--- config.mk ---
export PLATFORM = sky130hd
export DESIGN_NAME = tcjs_top
export DESIGN_NICKNAME = d
export VERILOG_FILES = /design/src/tcjs_pkg.sv /design/src/tcjs_sched.sv /design/src/tcjs_top.sv
export VERILOG_INCLUDE_DIRS = /design/src
export SDC_FILE = /design/constraint.sdc
export NUM_CORES = 2
export LEC_CHECK = 0
export BUFFER_PORTS_ARGS = -buffer_cell sky130_fd_sc_hd__buf_2
export CORE_UTILIZATION = 54
export DETAILED_ROUTE_END_ITERATION = 7
export HOLD_SLACK_MARGIN = 0.1
export PLACE_DENSITY = 0.74
export SYNTH_ARGS = -nofsm -noshare
export SYNTH_HDL_FRONTEND = slang
export SYNTH_SLANG_ARGS = --single-unit
--- constraint.sdc ---
create_clock -name clk -period 32 [get_ports clk]
set_clock_uncertainty 0.15 [all_clocks]
set_input_delay 1.6 -clock clk [delete_from_list [all_inputs] [get_ports clk]]
set_output_delay 1.6 -clock clk [all_outputs]
set_load 0.005 [all_outputs]
--- src/tcjs_consts.svh ---
// Constants for the timecode jam sync controller: register map, fields, reset values, timing.
// Assumes a 250 MHz system clock and a word-addressed Avalon-MM slave port.
`ifndef TCJS_CONSTS_SVH
`define TCJS_CONSTS_SVH

// Register word indices (byte address is four times the index)
`define TCJS_REG_CTRL 3'h0
`define TCJS_REG_POLICY 3'h1
`define TCJS_REG_START_TIME 3'h2
`define TCJS_REG_START_DATE 3'h3
`define TCJS_REG_INTERVAL 3'h4
`define TCJS_REG_STATUS 3'h5

// Control register bits
`define TCJS_CTRL_SEL_BIT 0
`define TCJS_CTRL_NOW_BIT 1
`define TCJS_CTRL_SCHED_EN_BIT 2
`define TCJS_CTRL_CF_LOCK_BIT 3

// Start time fields (binary hours, minutes, seconds)
`define TCJS_TIME_HH_LSB 16
`define TCJS_TIME_MM_LSB 8
`define TCJS_TIME_SS_LSB 0
// Start date fields (binary year, month, day)
`define TCJS_DATE_YEAR_LSB 16
`define TCJS_DATE_MONTH_LSB 8
`define TCJS_DATE_DAY_LSB 0
// Interval fields
`define TCJS_INTV_COUNT_LSB 0
`define TCJS_INTV_UNIT_BIT 16

// Status fields
`define TCJS_STAT_RUN_LSB 0
`define TCJS_STAT_BUSY_LSB 2
`define TCJS_STAT_ARMED_BIT 4
`define TCJS_STAT_REPEAT_BIT 5
`define TCJS_STAT_COUNT_LSB 16

// Reset values
`define TCJS_RST_INTV_COUNT 16'h0001
`define TCJS_RST_INTV_UNIT 1'b0
`define TCJS_RST_POLICY 1'b0

// Time base
`define TCJS_SECS_PER_HOUR 17'h00e10
`define TCJS_SECS_PER_DAY 17'h15180
`define TCJS_SECS_PER_MIN 17'h0003c
`define TCJS_FPS_NTSC 5'h1e
`define TCJS_FPS_25 5'h19
`define TCJS_FPS_30 5'h1e
`define TCJS_FPS_24 5'h18

// Restart gap: stream held silent this long before it restarts
`define TCJS_CLK_PERIOD_NS 4
`define TCJS_STOP_TIME_NS 1000
`define TCJS_STOP_CYCLES ((`TCJS_STOP_TIME_NS + `TCJS_CLK_PERIOD_NS - 1) / `TCJS_CLK_PERIOD_NS)

`endif

--- src/tcjs_pkg.sv ---
// Types shared by the timecode jam sync controller and its scheduler.
// Assumes nothing beyond a SystemVerilog compiler.
package tcjs_pkg;

	typedef enum logic [2:0] {
		TCJS_FMT_NT_NDROP,
		TCJS_FMT_NT_DROP,
		TCJS_FMT_25,
		TCJS_FMT_30_NDROP,
		TCJS_FMT_24_NDROP
	} tcjs_fmt_t;

	typedef struct packed {
		logic [4:0] hh;
		logic [5:0] mm;
		logic [5:0] ss;
	} tcjs_tod_t;

	typedef struct packed {
		logic [15:0] year;
		logic [3:0] month;
		logic [4:0] day;
	} tcjs_date_t;

	// Date first so a packed compare orders stamps in time
	typedef struct packed {
		tcjs_date_t date;
		tcjs_tod_t tod;
	} tcjs_stamp_t;

	typedef struct packed {
		logic unit_hour;
		logic [15:0] count;
	} tcjs_interval_t;

	typedef struct packed {
		logic [1:0] fmt_chg;
		logic [1:0] phase_chg;
		logic src_update;
		logic tz_change;
	} tcjs_disc_t;

	typedef struct packed {
		logic run;
		logic reload;
		tcjs_date_t date;
		logic [21:0] frame_idx;
	} tcjs_ltc_t;

	typedef enum {
		TCJS_JS_IDLE,
		TCJS_JS_STOP,
		TCJS_JS_WAIT_CF
	} tcjs_jam_state_t;

endpackage

--- src/tcjs_sched.sv ---
// Scheduled jam sync timer: first fire at the start stamp, then every interval.
// Assumes now and sec_tick come from the internal time base on the same clock.
`include "tcjs_consts.svh"

module tcjs_sched (
	input wire logic clk,
	input wire logic rst,
	input wire logic enable,
	input wire tcjs_pkg::tcjs_stamp_t start,
	input wire tcjs_pkg::tcjs_interval_t interval,
	input wire tcjs_pkg::tcjs_stamp_t now,
	input wire logic sec_tick,
	output logic fire,
	output logic armed,
	output logic repeating
);
	import tcjs_pkg::*;

	logic en_q;
	logic armed_q;
	logic repeat_q;
	logic fire_q;
	logic [33:0] cnt_q;
	logic [33:0] intv_secs;
	logic first_hit;
	logic zero_intv;
	logic rep_hit;

	assign zero_intv = (interval.count == 16'h0000);
	assign intv_secs = 34'(interval.count * (interval.unit_hour ? `TCJS_SECS_PER_HOUR
		: `TCJS_SECS_PER_DAY));
	assign first_hit = enable && armed_q && (now >= start);
	// Zero interval keeps trying once a second rather than every clock
	assign rep_hit = enable && repeat_q && sec_tick && (zero_intv || cnt_q <= 34'h1);

	always_ff @(posedge clk) begin
		if (rst) begin
			en_q <= 1'b0;
		end else begin
			en_q <= enable;
		end
	end

	always_ff @(posedge clk) begin
		if (rst || !enable) begin
			armed_q <= 1'b0;
		end else if (!en_q) begin
			armed_q <= 1'b1;
		end else if (first_hit) begin
			armed_q <= 1'b0;
		end
	end

	always_ff @(posedge clk) begin
		if (rst || !enable) begin
			repeat_q <= 1'b0;
			cnt_q <= 34'h0;
		end else if (first_hit || rep_hit) begin
			repeat_q <= 1'b1;
			cnt_q <= intv_secs;
		end else if (repeat_q && sec_tick) begin
			cnt_q <= cnt_q - 34'h1;
		end
	end

	always_ff @(posedge clk) begin
		if (rst) begin
			fire_q <= 1'b0;
		end else begin
			fire_q <= first_hit || rep_hit;
		end
	end

	assign fire = fire_q;
	assign armed = armed_q;
	assign repeating = repeat_q;
endmodule

--- src/tcjs_top.sv ---
// Timecode jam sync controller for two LTC outputs with an Avalon-MM register port.
// Assumes time base, frame ticks, colour-frame pulses and discontinuity events
// arrive from logic on the same clock, so none of them is synchronised here.
`include "tcjs_consts.svh"

// Function
// - Default schedule jams output once per day
// - Immediate trigger jams the selected output
// - Immediate trigger ignored while schedule enabled
// - Hold start time and date for schedule
// - Interval is count of days or hours
// - Zero interval retries jam sync continuously, here once per sec_tick
// - Scheduled jams only while enabled, then repeat
// - Listed events count as time-base discontinuities
// - Restart policy stops stream, restarts updated
// - Payload-only policy keeps stream, updates payload
// - Payload-only residual error up to frames
// - Colour-frame lock keeps colour-frame relationship
// - Payload-only lock keeps relation, no alignment
// - Format change under payload-only misaligns, expected
// - Policy stored per output, written via selector
module tcjs_top (
	input wire logic clk,
	input wire logic rst,
	input wire logic [2:0] avs_address,
	input wire logic avs_read,
	input wire logic avs_write,
	input wire logic [31:0] avs_writedata,
	input wire logic [3:0] avs_byteenable,
	output logic [31:0] avs_readdata,
	output logic avs_waitrequest,
	input wire tcjs_pkg::tcjs_stamp_t tb_now,
	input wire logic [4:0] tb_frame,
	input wire logic tb_sec_tick,
	input wire tcjs_pkg::tcjs_fmt_t [1:0] output_frame_format,
	input wire logic [1:0][21:0] phase_ofs_frames,
	input wire logic [21:0] tz_ofs_frames,
	input wire logic [1:0] frame_tick,
	input wire logic [1:0] cf_sync,
	input wire tcjs_pkg::tcjs_disc_t disc_event,
	output tcjs_pkg::tcjs_ltc_t [1:0] ltc_out
);
	import tcjs_pkg::*;

	logic ack_q;
	logic do_wr;
	logic do_rd;
	logic [31:0] wmask;
	logic [31:0] readdata_q;
	logic [31:0] rd_mux;
	logic output_selector_q;
	logic scheduled_resync_enable_q;
	logic colour_frame_lock_q;
	logic [1:0] discontinuity_policy_q;
	tcjs_stamp_t resync_start_q;
	tcjs_interval_t resync_interval_q;
	logic now_pulse_q;
	logic sched_fire;
	logic sched_armed;
	logic sched_repeat;
	logic [31:0] ctrl_new;
	logic [1:0] run_v;
	logic [1:0] busy_v;
	logic [1:0][7:0] jam_count;

	// Avalon slave: one wait cycle, read data registered before waitrequest drops
	assign avs_waitrequest = (avs_read || avs_write) && !ack_q;
	assign do_wr = avs_write && ack_q;
	assign do_rd = avs_read && !ack_q;

	always_comb begin
		wmask = 32'h0;
		for (int b = 0; b < 4; b++) begin
			wmask[b*8 +: 8] = {8{avs_byteenable[b]}};
		end
	end

	always_ff @(posedge clk) begin
		if (rst) begin
			ack_q <= 1'b0;
		end else begin
			ack_q <= (avs_read || avs_write) && !ack_q;
		end
	end

	always_comb begin
		rd_mux = 32'h0;
		unique case (avs_address)
			`TCJS_REG_CTRL: begin
				rd_mux[`TCJS_CTRL_SEL_BIT] = output_selector_q;
				rd_mux[`TCJS_CTRL_SCHED_EN_BIT] = scheduled_resync_enable_q;
				rd_mux[`TCJS_CTRL_CF_LOCK_BIT] = colour_frame_lock_q;
			end
			`TCJS_REG_POLICY: begin
				rd_mux[0] = discontinuity_policy_q[output_selector_q];
			end
			`TCJS_REG_START_TIME: begin
				rd_mux[`TCJS_TIME_HH_LSB +: 5] = resync_start_q.tod.hh;
				rd_mux[`TCJS_TIME_MM_LSB +: 6] = resync_start_q.tod.mm;
				rd_mux[`TCJS_TIME_SS_LSB +: 6] = resync_start_q.tod.ss;
			end
			`TCJS_REG_START_DATE: begin
				rd_mux[`TCJS_DATE_YEAR_LSB +: 16] = resync_start_q.date.year;
				rd_mux[`TCJS_DATE_MONTH_LSB +: 4] = resync_start_q.date.month;
				rd_mux[`TCJS_DATE_DAY_LSB +: 5] = resync_start_q.date.day;
			end
			`TCJS_REG_INTERVAL: begin
				rd_mux[`TCJS_INTV_COUNT_LSB +: 16] = resync_interval_q.count;
				rd_mux[`TCJS_INTV_UNIT_BIT] = resync_interval_q.unit_hour;
			end
			`TCJS_REG_STATUS: begin
				rd_mux[`TCJS_STAT_RUN_LSB +: 2] = run_v;
				rd_mux[`TCJS_STAT_BUSY_LSB +: 2] = busy_v;
				rd_mux[`TCJS_STAT_ARMED_BIT] = sched_armed;
				rd_mux[`TCJS_STAT_REPEAT_BIT] = sched_repeat;
				rd_mux[`TCJS_STAT_COUNT_LSB +: 8] = jam_count[output_selector_q];
			end
			default: begin
				rd_mux = 32'h0;
			end
		endcase
	end

	always_ff @(posedge clk) begin
		if (rst) begin
			readdata_q <= 32'h0;
		end else if (do_rd) begin
			readdata_q <= rd_mux;
		end
	end
	assign avs_readdata = readdata_q;

	assign ctrl_new = avs_writedata & wmask;

	always_ff @(posedge clk) begin
		if (rst) begin
			output_selector_q <= 1'b0;
			scheduled_resync_enable_q <= 1'b0;
			colour_frame_lock_q <= 1'b0;
		end else if (do_wr && avs_address == `TCJS_REG_CTRL && avs_byteenable[0]) begin
			output_selector_q <= ctrl_new[`TCJS_CTRL_SEL_BIT];
			scheduled_resync_enable_q <= ctrl_new[`TCJS_CTRL_SCHED_EN_BIT];
			colour_frame_lock_q <= ctrl_new[`TCJS_CTRL_CF_LOCK_BIT];
		end
	end

	// Trigger bit is write-one, self-clearing; enable in the same write already counts
	always_ff @(posedge clk) begin
		if (rst) begin
			now_pulse_q <= 1'b0;
		end else begin
			now_pulse_q <= do_wr && avs_address == `TCJS_REG_CTRL && avs_byteenable[0]
				&& ctrl_new[`TCJS_CTRL_NOW_BIT] && !ctrl_new[`TCJS_CTRL_SCHED_EN_BIT]
				&& !scheduled_resync_enable_q;
		end
	end

	always_ff @(posedge clk) begin
		if (rst) begin
			discontinuity_policy_q <= {2{`TCJS_RST_POLICY}};
		end else if (do_wr && avs_address == `TCJS_REG_POLICY && avs_byteenable[0]) begin
			discontinuity_policy_q[output_selector_q] <= avs_writedata[0];
		end
	end

	always_ff @(posedge clk) begin
		if (rst) begin
			resync_start_q <= '0;
		end else if (do_wr && avs_address == `TCJS_REG_START_TIME) begin
			if (avs_byteenable[2]) begin
				resync_start_q.tod.hh <= avs_writedata[`TCJS_TIME_HH_LSB +: 5];
			end
			if (avs_byteenable[1]) begin
				resync_start_q.tod.mm <= avs_writedata[`TCJS_TIME_MM_LSB +: 6];
			end
			if (avs_byteenable[0]) begin
				resync_start_q.tod.ss <= avs_writedata[`TCJS_TIME_SS_LSB +: 6];
			end
		end else if (do_wr && avs_address == `TCJS_REG_START_DATE) begin
			if (avs_byteenable[3] && avs_byteenable[2]) begin
				resync_start_q.date.year <= avs_writedata[`TCJS_DATE_YEAR_LSB +: 16];
			end
			if (avs_byteenable[1]) begin
				resync_start_q.date.month <= avs_writedata[`TCJS_DATE_MONTH_LSB +: 4];
			end
			if (avs_byteenable[0]) begin
				resync_start_q.date.day <= avs_writedata[`TCJS_DATE_DAY_LSB +: 5];
			end
		end
	end

	// Once a day by default keeps 29.97 fps drift to a fraction of a frame
	always_ff @(posedge clk) begin
		if (rst) begin
			resync_interval_q.count <= `TCJS_RST_INTV_COUNT;
			resync_interval_q.unit_hour <= `TCJS_RST_INTV_UNIT;
		end else if (do_wr && avs_address == `TCJS_REG_INTERVAL) begin
			if (avs_byteenable[1] && avs_byteenable[0]) begin
				resync_interval_q.count <= avs_writedata[`TCJS_INTV_COUNT_LSB +: 16];
			end
			if (avs_byteenable[2]) begin
				resync_interval_q.unit_hour <= avs_writedata[`TCJS_INTV_UNIT_BIT];
			end
		end
	end

	tcjs_sched u_sched (
		.clk(clk),
		.rst(rst),
		.enable(scheduled_resync_enable_q),
		.start(resync_start_q),
		.interval(resync_interval_q),
		.now(tb_now),
		.sec_tick(tb_sec_tick),
		.fire(sched_fire),
		.armed(sched_armed),
		.repeating(sched_repeat)
	);

	function automatic logic [4:0] fps_of(input tcjs_fmt_t f);
		unique case (f)
			TCJS_FMT_NT_NDROP, TCJS_FMT_NT_DROP: fps_of = `TCJS_FPS_NTSC;
			TCJS_FMT_25: fps_of = `TCJS_FPS_25;
			TCJS_FMT_30_NDROP: fps_of = `TCJS_FPS_30;
			TCJS_FMT_24_NDROP: fps_of = `TCJS_FPS_24;
			default: fps_of = `TCJS_FPS_30;
		endcase
	endfunction

	logic [16:0] tb_sod;
	assign tb_sod = 17'(tb_now.tod.hh * `TCJS_SECS_PER_HOUR)
		+ 17'(tb_now.tod.mm * `TCJS_SECS_PER_MIN) + 17'(tb_now.tod.ss);

	genvar gi;
	generate
		for (gi = 0; gi < 2; gi++) begin : g_out
			tcjs_jam_state_t state_q;
			logic [7:0] stop_cnt_q;
			logic [7:0] jams_q;
			logic run_q;
			logic reload_q;
			tcjs_date_t date_q;
			logic [21:0] frame_q;
			logic [4:0] fps;
			logic [21:0] fpd;
			logic [23:0] sum;
			logic [21:0] target;
			logic jam_req;
			logic disc;
			logic payload_only;
			logic do_reload;

			assign fps = fps_of(output_frame_format[gi]);
			assign fpd = 22'(fps * `TCJS_SECS_PER_DAY);
			// Time base plus phasing and zone offsets, folded into one day
			assign sum = 24'(tb_sod * fps) + 24'(tb_frame) + 24'(phase_ofs_frames[gi])
				+ 24'(tz_ofs_frames);
			always_comb begin
				if (sum >= {fpd, 1'b0}) begin
					target = 22'(sum - {1'b0, fpd, 1'b0});
				end else if (sum >= 24'(fpd)) begin
					target = 22'(sum - 24'(fpd));
				end else begin
					target = sum[21:0];
				end
			end

			assign jam_req = (now_pulse_q || sched_fire) && (output_selector_q == gi);
			assign disc = jam_req || disc_event.fmt_chg[gi] || disc_event.phase_chg[gi]
				|| disc_event.src_update || disc_event.tz_change;
			assign payload_only = discontinuity_policy_q[gi];
			// Payload-only never realigns to colour frame or to the new format phase
			assign do_reload = (disc && payload_only)
				|| (state_q == TCJS_JS_STOP && stop_cnt_q == 8'h0 && !disc
					&& !colour_frame_lock_q)
				|| (state_q == TCJS_JS_WAIT_CF && cf_sync[gi] && !disc);

			always_ff @(posedge clk) begin
				if (rst) begin
					state_q <= TCJS_JS_IDLE;
					stop_cnt_q <= 8'h0;
				end else if (disc && !payload_only) begin
					state_q <= TCJS_JS_STOP;
					stop_cnt_q <= 8'(`TCJS_STOP_CYCLES - 1);
				end else begin
					unique case (state_q)
						TCJS_JS_IDLE: begin
						end
						TCJS_JS_STOP: begin
							if (stop_cnt_q != 8'h0) begin
								stop_cnt_q <= stop_cnt_q - 8'h1;
							end else if (colour_frame_lock_q) begin
								state_q <= TCJS_JS_WAIT_CF;
							end else begin
								state_q <= TCJS_JS_IDLE;
							end
						end
						TCJS_JS_WAIT_CF: begin
							if (cf_sync[gi]) begin
								state_q <= TCJS_JS_IDLE;
							end
						end
					endcase
				end
			end

			always_ff @(posedge clk) begin
				if (rst) begin
					run_q <= 1'b1;
				end else if (disc && !payload_only) begin
					run_q <= 1'b0;
				end else if (do_reload) begin
					run_q <= 1'b1;
				end
			end

			always_ff @(posedge clk) begin
				if (rst) begin
					frame_q <= 22'h0;
					date_q <= '0;
					reload_q <= 1'b0;
				end else begin
					reload_q <= do_reload;
					if (do_reload) begin
						frame_q <= target;
						date_q <= tb_now.date;
					end else if (run_q && frame_tick[gi]) begin
						frame_q <= (frame_q + 22'h1 >= fpd) ? 22'h0 : frame_q + 22'h1;
					end
				end
			end

			always_ff @(posedge clk) begin
				if (rst) begin
					jams_q <= 8'h0;
				end else if (jam_req) begin
					jams_q <= jams_q + 8'h1;
				end
			end

			assign ltc_out[gi].run = run_q;
			assign ltc_out[gi].reload = reload_q;
			assign ltc_out[gi].date = date_q;
			assign ltc_out[gi].frame_idx = frame_q;
			assign run_v[gi] = run_q;
			assign busy_v[gi] = (state_q != TCJS_JS_IDLE);
			assign jam_count[gi] = jams_q;
		end
	endgenerate
endmodule

==> impl_results.md <==
* Min-delay worst type: reg2reg
* Final HPWL DP at about 73000 um
* 1st-iter DRT viols at 2205
* Levels on crit path at 42
* R2R depth at 23
* Die width at 240 um
* Sink Count at 270
* Count of port buffers added during placement at ~300
* FF-to-FF setup slack at 24770 ps
* Routed WL at 89800 um
* Slew HR at 23.7%
* Cell variety after synth at just under 90
* Cell Area, Placed at 32800 sq um
* Most used cell, CP: fa_1
* Avg Cell Area, Syn at 8.39 sq um
* Resized cells post-CTS at 0
* Die area at 57800 sq um
* RSZ-0062 raised after global routing: no
* Core area at 55600 sq um
* Final TNS setup at 0 ps
* Worst Path Buf+Inv at 7
* Top_reg_cell synth: dfxtp_1
* Share of cells above drive strength 1 at 10.9%
* TritonCTS clock tree: built
* Worst EP arrival at approximately 13000 ps
* Post-synthesis register bit count at 270
* Max Cap Violations at 0
* Tmin final at approximately 13000 ps
* WHS Path Cells at 1
* FFs w/ async S/R, synth at 0%
* Vias in the first global route at 25.6k
* # DRC at 0
* Vias at about 27k
* Post-route cell area at roughly 34000 sq um
* Final hold violation count at 0
* Die height at 240 um
* Area growth syn-to-layout at 10.3%
* Fin. max-slew vios at 0
* Measured slew at the worst slew-check pin at 1130 ps
* Synth Instances at 3656
* DRT antenna net count at 0
* Number of setup buffers added after CTS at 0
* Num CTS Buffers at 34
* DRT Pass-1 Iters at 6
* RePlAce Congestion at just under 1
* Hold_buf cts at 0
* I/O pin count at 304
* # nets final at 4729
* First-pass GRT wire length at 139000 um
* CTS root buf: clkbuf_16
* DR WL/cell at 19.3 um
* Clock Path Buffers at 3
* Worst-skew pair later-pin latency at around 550 ps
* Setup violators final at 0
* Maximum clock frequency at 0.0795 GHz
* Register area share after synthesis at 17.6%
* GRT Util Overall at 30.9%
* # H-tree levels at 2
* Max FO, Critical Path at 13
* Slowest cell on the critical path: xnor2_1
* EDFF count, synth at 0
* Synth Cell Area at 30700 sq um
* Startpoint Class: input pin
* Largest net degree at the start of global routing at 135
* Setup CP Type: in2reg
* Clock slew at reported path FFs at 60 ps
* Warnings, synthesis at 0
* GR Overflow Total at 0
* Via density at 5.76
* CP Capture Type: flop
* WP data required at 32300 ps
* Status: finished clean
* Largest delay share family, worst path: adder cells
* Initial core utilization at 55.1%
* Critical Path Max Stage Delay at 810 ps
* Tcrit/Tclk final at 39.3%
* Initial antenna violation count at 8
* Rows at 86
==> cells in the mapped netlist (8+ instances only) <==
cell type / count / area [sq um]
or2_2: 15 / 93.8
o21bai_1: 25 / 188
o221ai_1: 18 / 158
buf_1: 20 / 75.1
nor3_1: 55 / 275
nor3b_1: 8 / 60.1
nand2_1: 373 / 1400
fa_1: 270 / 5410
o21ai_0: 109 / 546
or3_1: 14 / 87.6
inv_1: 506 / 1900
and2_1: 26 / 163
mux2i_1: 80 / 801
a22oi_1: 14 / 105
o31ai_1: 12 / 90.1
dfxtp_1: 270 / 5410
nor2b_1: 32 / 200
and3_1: 36 / 225
a21o_1: 63 / 473
nor2_1: 264 / 991
nand3_1: 84 / 420
nand4_1: 34 / 213
xnor2_1: 121 / 1060
o211ai_1: 15 / 113
nor4_1: 27 / 169
a31oi_1: 28 / 175
o22ai_1: 12 / 75.1
a22o_1: 9 / 78.8
a21oi_1: 251 / 1260
xor2_1: 93 / 815
a31o_2: 9 / 78.8
a41oi_1: 12 / 105
nand2b_1: 38 / 238
a221oi_1: 13 / 114
ha_1: 403 / 5040
o21a_1: 17 / 128
clkbuf_1: 105 / 394
a211oi_1: 34 / 255
or4_1: 8 / 60.1
==> per-stage QoR <==
stage / setup slack [ps] / instances / util (%) / hold WS [ps]
floorplan: 20640 / 3661 / - / 235
global placement: 19160 / 4595 / 58.9 / 254
detailed placement: 19040 / 4595 / 58.9 / 261
CTS: 19560 / 4655 / 60.8 / 269
global route: 18630 / 4656 / 60.8 / 276
finish: 19420 / 4658 / 60.8 / 265
==> worst paths after layout <==
path / startpoint / to
hold reg to reg: u_sched.en_q / u_sched.armed
hold / removal: u_sched.en_q / u_sched.armed
setup reg to reg: resync_interval_q[16] / u_sched.cnt_q[30]
setup / recovery: tb_now[6] / g_out[0].frame_q[7]
==> metal layers <==
metal,GRT usage (%),part of all wire (%),vias up
met5,0,0.079,-
met4,10.9,3.6,12
met3,4.76,8.0,185
met2,51.2,46,1076
met1,40.9,42,12700
li1,-,-,12900
==> state kept, by name (all words and copies together), names as in the netlist <==
signal                     flops
discontinuity_policy_q         2
now_pulse_q                    1
ltc_out                       50
avs_readdata                  32
u_sched.en_q                   1
u_sched.armed                  1
u_sched.fire                   1
g_out.run_q                    2
resync_start_q                42
ack_q                          1
g_out.jams_q                  16
g_out.reload_q                 2
u_sched.cnt_q                 34
u_sched.repeating              1
scheduled_resync_enable_q      1
g_out.frame_q                 44
resync_interval_q             17
output_selector_q              1
g_out.stop_cnt_q              16
g_out.state_q                  4
colour_frame_lock_q            1
==> area by class of cell <==
| cell class | instances | area, sq um |
|---|---|---|
| Antenna cell | 3 | 7.51 |
| Clock buffer | 45 | 932 |
| Clock inverter | 15 | 126 |
| Fill cell | 4991 | 21800 |
| Inverter | 507 | 1900 |
| Multi-Input combinational cell | 2748 | 22900 |
| Sequential cell | 270 | 5410 |
| Tap cell | 748 | 936 |
| Timing Repair Buffer | 322 | 1680 |
==> logic make-up (layout without fill, tap and decap cells) <==
family                     Yosys count  in the layout  synth area share [%]
AOI/OAI and AO/OA                  720            720                  15.4
xor gates and xnor gates           214            214                  6.11
adders and majority gates          673            673                  34.1
buffers and inverters              643            889                  8.01
DFF                                270            270                  17.6
muxes                               87             87                  2.87
other                                2             10                0.0245
and+or+nand+nor                   1047           1047                  15.9
==> cells in the final DEF (no fill, tap or decap), types with 27 or more instances in the layout <==
master,synthesis,layout
nand2b_1,38,38
ha_1,403,403
nor2_1,264,264
o21ai_0,109,109
mux2i_1,80,80
a21o_1,63,63
xnor2_1,121,121
fa_1,270,270
nor2b_1,32,31
buf_2,4,302
nor3_1,55,55
a211oi_1,34,34
a21oi_1,251,251
nand4_1,34,34
and3_1,36,36
inv_1,506,506
dfxtp_1,270,270
nand2_1,373,373
nor4_1,27,27
xor2_1,93,93
clkbuf_16,0,34
nand3_1,84,84
a31oi_1,28,28
Power is left out: the tool's default activity adds up to more than one toggle a clock period on the data nets, which glitch-free logic cannot reach.
